--- src/core/wd_pkg.sv ---
// Purpose: shared constants and types of the 14-bit instruction decoder
// Assumes: one core clock, four clock phases per instruction cycle
// Notes:   opcode patterns are fixed decode constants of the core
package wd_pkg;

  ////////////////////////////////////////////////////////////////////////////
  localparam int unsigned WORD_W        = 14;
  localparam int unsigned PHASES_PER_IC = 4;
  localparam int unsigned FADDR_W       = 7;
  localparam int unsigned BITPOS_W      = 3;
  localparam int unsigned LIT_W         = 8;

  // field positions
  localparam int unsigned CLS_HI   = 13;
  localparam int unsigned CLS_LO   = 12;
  localparam int unsigned DEST_BIT = 7;
  localparam int unsigned BPOS_LO  = 7;
  localparam int unsigned PNUM_BIT = 2;

  // opcode patterns
  localparam logic [1:0]  CLS_BYTE_P      = 2'h0;
  localparam logic [1:0]  CLS_BIT_P       = 2'h1;
  localparam logic [1:0]  CLS_JUMP_P      = 2'h2;
  localparam logic [1:0]  CLS_LIT_P       = 2'h3;
  localparam logic [5:0]  OP_DEC_SKIP     = 6'h0B;
  localparam logic [5:0]  OP_INC_SKIP     = 6'h0F;
  localparam logic [1:0]  OP_SKIP_CLR     = 2'h2;
  localparam logic [1:0]  OP_SKIP_SET     = 2'h3;
  localparam logic [3:0]  OP_EXIT_LIT     = 4'h4;
  localparam logic [2:0]  OP_REL_JUMP     = 3'h1;
  localparam logic [9:0]  CTL_PREFIX      = 10'h000;
  localparam logic [3:0]  CTL_SUB_EXIT    = 4'h8;
  localparam logic [3:0]  CTL_INT_EXIT    = 4'h9;
  localparam logic [3:0]  CTL_ACC_CALL    = 4'hA;
  localparam logic [3:0]  CTL_ACC_JUMP    = 4'hB;
  localparam logic [8:0]  PTR_UPD_PREFIX  = 9'h002;
  localparam logic [6:0]  IND_PORT0_ADDR  = 7'h00;
  localparam logic [6:0]  IND_PORT1_ADDR  = 7'h01;

  // cycle costs, counted as instruction cycles minus one
  localparam logic [1:0]  COST_ONE        = 2'h0;
  localparam logic [1:0]  COST_TWO        = 2'h1;
  localparam logic [1:0]  COST_EXTRA      = 2'h1;

  // reset values
  localparam logic [1:0]  PHASE_RST       = 2'h3;
  localparam logic [1:0]  CYC_RST         = 2'h0;

  ////////////////////////////////////////////////////////////////////////////
  typedef enum logic [1:0] {
    WD_Q1 = 2'b00,
    WD_Q2 = 2'b01,
    WD_Q3 = 2'b10,
    WD_Q4 = 2'b11
  } wd_phase_t;

  typedef enum logic [1:0] {
    WD_CLS_BYTE = 2'b00,
    WD_CLS_BIT  = 2'b01,
    WD_CLS_LIT  = 2'b10,
    WD_CLS_NONE = 2'b11
  } wd_class_t;

  typedef enum logic [1:0] {
    WD_PTR_PRE_INC  = 2'b00,
    WD_PTR_PRE_DEC  = 2'b01,
    WD_PTR_POST_INC = 2'b10,
    WD_PTR_POST_DEC = 2'b11
  } wd_ptr_mode_t;

  typedef struct packed {
    wd_class_t          cls;
    logic [5:0]         opcode;
    logic               dest_file;
    logic [FADDR_W-1:0] faddr;
    logic [BITPOS_W-1:0] bitpos;
    logic [7:0]         bitmask;
    logic [LIT_W-1:0]   literal;
    logic               ptr_num;
    wd_ptr_mode_t       ptr_mode;
    logic               ptr_update;
    logic               names_file;
    logic               indirect;
    logic               flow_change;
    logic               invoke;
    logic               exit;
  } wd_dec_t;

  typedef struct packed {
    wd_phase_t  phase;
    logic [1:0] cyc_left;
    logic       first_cyc;
    logic       loaded;
    wd_dec_t    dec;
  } wd_state_t;

endpackage

--- src/core/wd_instruction_decode.sv ---
// Purpose: decode 14-bit instruction words and pace their instruction cycles
// Assumes: instruction word and pointer status come from logic on ref_clk
// Notes:   one instruction cycle is four ref_clk phases; clk_en freezes all

////////////////////////////////////////////////////////////////////////////////
// Notes on behaviour
// - each instruction is one 14-bit word holding opcode and all operands
// - opcodes fall into byte-file, bit-file and literal/control classes
// - every other instruction completes in exactly one instruction cycle
// - direct and accumulator subroutine invoke take two instruction cycles
// - subroutine exit, exit with literal, interrupt exit take two cycles
// - jumps, bit-test skips and decrement/increment skips take two cycles
// - indirect access while pointer targets program memory adds one cycle
// - one instruction cycle is four oscillator cycles
// - file operands are read, modified, then written; read always happens
// - destination bit 0 sends result to accumulator, 1 back to file; decrement/increment skips with 1 write no file
// - file address selects offsets 0x00 to 0x7F of the current bank
// - bit instructions use a 3-bit field to pick one of eight bits
// - general literal format: opcode bits 13 to 8, constant bits 7 to 0
// - pointer number selects one of two pointers or indirect ports
// - two-bit mode picks pre/post increment/decrement of the pointer
// - don't-care bit positions are ignored whatever they hold
module wd_instruction_decode
  import wd_pkg::*;
(
  input  wire logic                ref_clk,
  input  wire logic                resetn,
  input  wire logic                clk_en,
  input  wire logic [WORD_W-1:0]   instr_word,
  input  wire logic                instr_valid,
  input  wire logic [1:0]          ptr_in_prog_mem,
  output logic                     instr_ready,
  output wd_phase_t                phase,
  output logic                     cycle_start,
  output logic                     instr_busy,
  output logic                     instr_last_cycle,
  output logic                     stall_cycle,
  output wd_dec_t                  dec,
  output logic                     file_rd_strobe,
  output logic                     file_wr_strobe,
  output logic                     acc_wr_strobe
);

  ////////////////////////////////////////////////////////////////////////////
  // decode of one word, purely combinational
  function automatic wd_dec_t decode_word(input logic [WORD_W-1:0] w);
    wd_dec_t    d;
    logic [1:0] top;
    top = w[CLS_HI:CLS_LO];
    d = '0;
    d.opcode  = w[13:8];
    d.literal = w[LIT_W-1:0];
    d.faddr   = w[FADDR_W-1:0];
    d.bitpos  = w[BPOS_LO+BITPOS_W-1:BPOS_LO];
    d.ptr_num  = w[PNUM_BIT];
    d.ptr_mode = wd_ptr_mode_t'(w[1:0]);
    d.cls = WD_CLS_NONE;
    unique case (top)
      CLS_BYTE_P: begin
        if (w[13:4] == CTL_PREFIX) begin
          d.cls = WD_CLS_LIT;
          unique case (w[3:0])
            CTL_SUB_EXIT: d.exit = 1'b1;
            CTL_INT_EXIT: d.exit = 1'b1;
            CTL_ACC_CALL: d.invoke = 1'b1;
            CTL_ACC_JUMP: d.flow_change = 1'b1;
            default: d.flow_change = 1'b0;
          endcase
        end else if (w[13:5] == PTR_UPD_PREFIX) begin
          // pointer update moves data through the chosen indirect port
          d.cls        = WD_CLS_LIT;
          d.ptr_update = 1'b1;
          d.indirect   = 1'b1;
          d.dest_file  = w[3];
        end else begin
          d.cls        = WD_CLS_BYTE;
          d.names_file = 1'b1;
          d.dest_file  = w[DEST_BIT];
          d.flow_change = (w[13:8] == OP_DEC_SKIP) ||
                          (w[13:8] == OP_INC_SKIP);
        end
      end
      CLS_BIT_P: begin
        d.cls        = WD_CLS_BIT;
        d.names_file = 1'b1;
        d.dest_file  = 1'b1;
        d.flow_change = (w[11:10] == OP_SKIP_CLR) ||
                        (w[11:10] == OP_SKIP_SET);
      end
      CLS_JUMP_P: begin
        d.cls = WD_CLS_LIT;
        // bit 11 splits invoke from absolute jump
        if (w[11]) begin
          d.flow_change = 1'b1;
        end else begin
          d.invoke = 1'b1;
        end
      end
      CLS_LIT_P: begin
        d.cls = WD_CLS_LIT;
        if (w[11:9] == OP_REL_JUMP) begin
          d.flow_change = 1'b1;
        end
        if (w[11:8] == OP_EXIT_LIT) begin
          d.exit = 1'b1;
        end
      end
    endcase
    if (d.names_file) begin
      // a file operand at either indirect port goes through a pointer
      d.indirect = (d.faddr == IND_PORT0_ADDR) ||
                   (d.faddr == IND_PORT1_ADDR);
      d.ptr_num  = d.faddr[0];
    end
    // bit field is only meaningful for bit ops; left zero elsewhere
    if (d.cls != WD_CLS_BIT) begin
      d.bitpos = '0;
    end
    if (d.cls == WD_CLS_LIT) begin
      d.faddr = '0;
    end
    return d;
  endfunction

  ////////////////////////////////////////////////////////////////////////////
  // one-hot bit select, one gate per bit of the file register
  logic [7:0]    mask_w;
  logic [BITPOS_W-1:0] bitpos_w;
  wd_dec_t       dec_w;

  assign dec_w    = decode_word(instr_word);
  assign bitpos_w = dec_w.bitpos;

  genvar gi;
  generate
    for (gi = 0; gi < 8; gi++) begin : g_mask
      assign mask_w[gi] = (dec_w.cls == WD_CLS_BIT) &&
                          (bitpos_w == BITPOS_W'(gi));
    end
  endgenerate

  ////////////////////////////////////////////////////////////////////////////
  // cycle cost of a freshly decoded word
  logic [1:0] cost_w;
  logic       extra_w;

  always_comb begin
    cost_w = COST_ONE;
    if (dec_w.invoke || dec_w.exit || dec_w.flow_change) begin
      cost_w = COST_TWO;
    end
    // pointer into program memory needs a fetch slot of its own
    extra_w = dec_w.indirect && ptr_in_prog_mem[dec_w.ptr_num];
    if (extra_w) begin
      cost_w = cost_w + COST_EXTRA;
    end
  end

  ////////////////////////////////////////////////////////////////////////////
  wd_state_t st_r;
  wd_state_t st_nxt;
  logic      take_w;
  logic      at_q4_w;

  assign at_q4_w = (st_r.phase == WD_Q4);
  // next word is only taken at the end of the last cycle of the current one
  assign instr_ready = at_q4_w && (st_r.cyc_left == CYC_RST);
  assign take_w      = instr_ready && instr_valid && clk_en;

  always_comb begin
    st_nxt = st_r;
    unique case (st_r.phase)
      WD_Q1: st_nxt.phase = WD_Q2;
      WD_Q2: st_nxt.phase = WD_Q3;
      WD_Q3: st_nxt.phase = WD_Q4;
      WD_Q4: st_nxt.phase = WD_Q1;
    endcase
    if (at_q4_w) begin
      st_nxt.first_cyc = 1'b0;
      if (st_r.cyc_left != CYC_RST) begin
        st_nxt.cyc_left = st_r.cyc_left - 2'h1;
      end else if (take_w) begin
        st_nxt.loaded      = 1'b1;
        st_nxt.first_cyc   = 1'b1;
        st_nxt.cyc_left    = cost_w;
        st_nxt.dec         = dec_w;
        st_nxt.dec.bitmask = mask_w;
      end else begin
        // no word offered: the slot runs empty, nothing is decoded
        st_nxt.loaded = 1'b0;
        st_nxt.dec    = '0;
      end
    end
  end

  always_ff @(posedge ref_clk or negedge resetn) begin
    if (!resetn) begin
      st_r          <= '0;
      st_r.phase    <= wd_phase_t'(PHASE_RST);
      st_r.cyc_left <= CYC_RST;
    end else if (clk_en) begin
      st_r <= st_nxt;
    end
  end

  ////////////////////////////////////////////////////////////////////////////
  // outputs
  assign phase            = st_r.phase;
  assign dec              = st_r.dec;
  assign cycle_start      = (st_r.phase == WD_Q1);
  assign instr_busy       = st_r.loaded;
  assign instr_last_cycle = st_r.loaded && (st_r.cyc_left == CYC_RST);
  // every cycle after the first of a loaded instruction counts as a stall cycle
  assign stall_cycle      = st_r.loaded && !st_r.first_cyc;

  // read in Q2 of the first cycle, write in Q4 of the last one
  assign file_rd_strobe = st_r.loaded && st_r.first_cyc && clk_en &&
                          (st_r.dec.names_file || st_r.dec.indirect) &&
                          (st_r.phase == WD_Q2);
  assign file_wr_strobe = instr_last_cycle && at_q4_w && clk_en &&
                          st_r.dec.dest_file &&
                          (st_r.dec.names_file || st_r.dec.indirect) &&
                          !st_r.dec.flow_change;
  assign acc_wr_strobe  = instr_last_cycle && at_q4_w && clk_en &&
                          ((st_r.dec.names_file && !st_r.dec.dest_file) ||
                           st_r.dec.exit);

endmodule

--- config.mk ---
export PLATFORM = sky130hd
export DESIGN_NAME = wd_instruction_decode
export DESIGN_NICKNAME = d
export VERILOG_FILES = /design/src/core/wd_pkg.sv /design/src/core/wd_instruction_decode.sv
export SDC_FILE = /design/constraint.sdc
export NUM_CORES = 1
export LEC_CHECK = 0
export BUFFER_PORTS_ARGS = -buffer_cell sky130_fd_sc_hd__clkbuf_2
export CAP_MARGIN = 0
export CORE_ASPECT_RATIO = 1.4
export CORE_MARGIN = 10
export CORE_UTILIZATION = 35
export DETAILED_ROUTE_END_ITERATION = 7
export PLACE_DENSITY = 0.59
export SLEW_MARGIN = 25
export SYNTH_ARGS = -nofsm -noshare
export SYNTH_HDL_FRONTEND = slang
export SYNTH_SLANG_ARGS = --single-unit
--- constraint.sdc ---
create_clock -name ref_clk -period 1.7 [get_ports ref_clk]
set_input_delay 0 -clock ref_clk [delete_from_list [all_inputs] [get_ports ref_clk]]
set_output_delay 0 -clock ref_clk [all_outputs]
set_load 0.01 [all_outputs]
==> results.py <==
metrics = {
    "drt": {
        "wl_met3_um": 377,
        "drt_pass1_iterations": 4,
        "drc": 0,
        "wirelength_met1_mm": 2.84,
        "vias_per_cell": 4.84,
        "highest-signal-layer": "met4",
        "vias": 2086,
        "initialDrtViolationCount": 94,
        "wl_met2_mm": 3.64,
        "ant_nets": 0,
        "wl_per_cell_um": 16.2,
        "routed_wl_mm": 6.97,
    },
    "sta": {
        "max_freq_mhz": 597,
        "slew_headroom_pct": 58.7,
        "grt_setup_unrepaired": "true",
        "setup_tns_ns": 0,
        "whs_ns": 0.0402,
        "slew_violations": 0,
        "worst_slew_pin_slew_ns": 0.619,
        "period_share_pct": 98.6,
        "min_period_ns": 1.68,
        "finalHoldViolCount": 0,
        "skew_ns": 0.00697,
        "setup_viol": 0,
    },
    "final_layout": {
        "n_fill_cell": 726,
        "utilization_pct": 45.1,
        "diodes": 0,
        "design_area_mm2": 0.00332,
        "nets": 364,
        "syn2layout_area_growth_pct": 26.1,
        "final_layout_size_suffix_gt1_share_pct": 43.4,
        "stdcell_count": 431,
    },
    "place": {
        "port_buffers": 73,
        "dp.cells": 416,
        "placed_cell_area_mm2": 0.00306,
        "hpwl_mm": 5.49,
        "routabilityCongestion": 0.862,
    },
    "global_routing": {
        "antenna_found_initial": 0,
        "gr-total-overflow": 0,
        "grt_pass1_vias": 2192,
        "grt_max_degree": 28,
        "grt_use_total_pct": 12.2,
        "grt_pass1_wl_mm": 11.2,
    },
    "logic_synthesis": {
        "synth.distinct_cells": 46,
        "avgSynthCellArea_um2": 10.0,
        "yosys.cell_count.top_type": "buf_4",
        "synth_ff_type": "dfrtp_1",
        "synth.top_cells.by_area": "dfrtp_1, buf_4, a22o_1, nand2_1, ha_1",
        "synth_common_cells": "buf_4, dfrtp_1, nand2_1",
        "netlist_instances": 263,
        "synth.net_count": 293,
        "synth-async-reset-ratio_pct": 100,
        "synth_seq_area_share_pct": 45.7,
        "synth_top_area_share_pct": 43.7,
        "synth_warnings": 0,
        "synth_top_area_cell": "dfrtp_1",
        "ys_ff_latch": 48,
        "synth-edff-count": 0,
        "synth_area_mm2": 0.00264,
    },
    "worst_setup_path": {
        "worstPathArrival_ns": 1.88,
        "worstPathRequired_ns": 1.90,
        "worst-path-max-fanout": 5,
        "endpoint_kind": "register",
        "crit_type": "input pin to register",
        "startpoint_type": "input pin",
    },
    "floorplan": {
        "die_area_mm2": 0.0114,
        "ios": 74,
        "fp-row-count": 37,
        "die_y_um": 123,
        "die_w_um": 93.3,
        "core_area_mm2": 0.00736,
        "start_util_pct": 35.8,
    },
    "power_and_ir_drop": {
        "switching_share_pct": 36.7,
        "power_frac_comb_pct": 39.9,
        "p_sw_mw": 1.49,
        "p_int_mw": 2.57,
        "leakagePower_nw": 1.68,
        "power_density_mw_per_mm2": 1220,
        "power_frac_seq_pct": 44.3,
        "p_clk_share_pct": 15.9,
        "max-vdd-ir-drop_v": 0.000634,
    },
    "clock_network": {
        "insertion_delay_ns": 0.30,
        "cts_sinks": 48,
        "cts_tree": "built",
        "cts_buffers": 5,
        "cts-root-buf": "clkbuf_8",
        "ctsHtreeMaxLevel": 2,
        "clockBufferDepth": 2,
        "clkTransAtPathRegs_ns": 0.09,
    },
    "flow_run": {
        "maxCapViolCount": 0,
    },
    "run_status": {
        "status": "finished, final reports clean",
    },
    "min_path": {
        "timing.hold.worst.class": "input pin to register",
    },
}
==> per-layer routing <==
layer / GRT usage (%) / up-vias
met3: 3.48 / 10
met1: 13.4 / 1002
li1: - / 1018
met5: 0 / -
met4: 4.74 / 0
met2: 21.6 / 56
==> state kept, by name, summed over array words and instances (netlist names) <==
register,cells
dec,42
st_r,3
phase,2
instr_busy,1
==> power by group through the flow <==
stage / clock network, mW / logic, mW / registers [mW]
3_5_place_dp: 0 / 1.58 / 1.81
2_1_floorplan: 0 / 1.33 / 1.74
5_1_grt: 0.722 / 1.81 / 1.85
3_3_place_gp: 0 / 1.56 / 1.80
4_1_cts: 0.662 / 1.63 / 1.79
6_report: 0.642 / 1.62 / 1.79
==> layout by cell type, fill, tap and decap left out, types with 2 or more instances in the layout <==
| cell type | instances |
|---|---|
| nand2_1 | 34 |
| nand3_1 | 5 |
| clkbuf_8 | 6 |
| a21oi_2 | 2 |
| o21ai_0 | 13 |
| dfrtp_1 | 46 |
| nor2_1 | 5 |
| ha_1 | 8 |
| and2_1 | 2 |
| buf_12 | 2 |
| dfstp_2 | 2 |
| clkbuf_2 | 71 |
| a21o_1 | 2 |
| nor3_1 | 4 |
| nor3b_2 | 3 |
| a22o_1 | 17 |
| nand4_1 | 2 |
| nor4_1 | 3 |
| nand3b_1 | 2 |
| buf_4 | 39 |
| a32o_1 | 5 |
| a21oi_1 | 3 |
| nor2_2 | 2 |
| dlygate4sd3_1 | 6 |
| o21ai_1 | 4 |
| inv_1 | 8 |
| nor3_2 | 2 |
| ha_4 | 2 |
| o31ai_1 | 7 |
| nor2b_1 | 2 |
==> metrics by stage <==
stage	worst slack, ns	total power [mW]
after floorplan	-0.190	3.08
after global placement	-0.376	3.36
after detailed placement	-0.391	3.39
after CTS	0.00306	4.08
after global routing	-0.0710	4.38
final	0.0244	4.05
==> path summary, 6_finish.rpt <==
path	slack, ns	to	start	cells after the start
worst max-delay path	0.02	st_r[46]	instr_word[13]	12
worst min-delay path	0.04	dec[9]	instr_word[0]	3
worst max register to register	0.14	dec[32]	phase[1]	7
worst min register to register	0.48	dec[31]	dec[31]	2
max in group asynchronous	0.90	dec[20]	resetn	3
min in group asynchronous	0.24	st_r[45]	resetn	2
==> worst max-delay path: stages <==
cell and delay [ns]:
clkbuf_8 0.14, inv_12 0.03, ha_4 0.16, a21boi_2 0.16, buf_4 0.14, or3_4 0.36, mux2i_4 0.21, a21oi_2 0.12
ha_1 0.25, a21oi_2 0.12, nor3_1 0.06, a21o_1 0.14
==> kinds of logic (layout without fill, tap and decap cells) <==
family	count (synthesis)	after routing	share of synthesized area [%]
AND/OR/NAND/NOR	78	78	16.2
multiplexers	1	1	0.380
AO/OA/AOI/OAI	60	60	16.5
flip-flops	48	48	45.7
buffers and inverters	66	137	16.5
adder cells (fa/ha/maj)	10	10	4.75
==> final cells by class <==
cell class                 count  area [um^2]  share of cell area (%)
timing repair buffer         120          773                    23.3
inverter                      10         55.1                    1.66
clock inverter                 1         5.00                   0.151
multi-input combinational    149         1090                    32.8
sequential                    48         1200                    36.2
clock buffer                   6         72.6                    2.18
tap                           97          121                    3.65
==> what timing repair did <==
item / CTS / global route
gates cloned: 0 / 0
setup buffers: 1 / 1
endpoints found under the setup margin: 3 / 16
endpoints found under the hold margin: 24 / 0
pin swaps: 2 / 3
hold buffers: 6 / 0
gates resized for setup: 4 / 18
No activity file was read; power rests on OpenSTA's default activity.
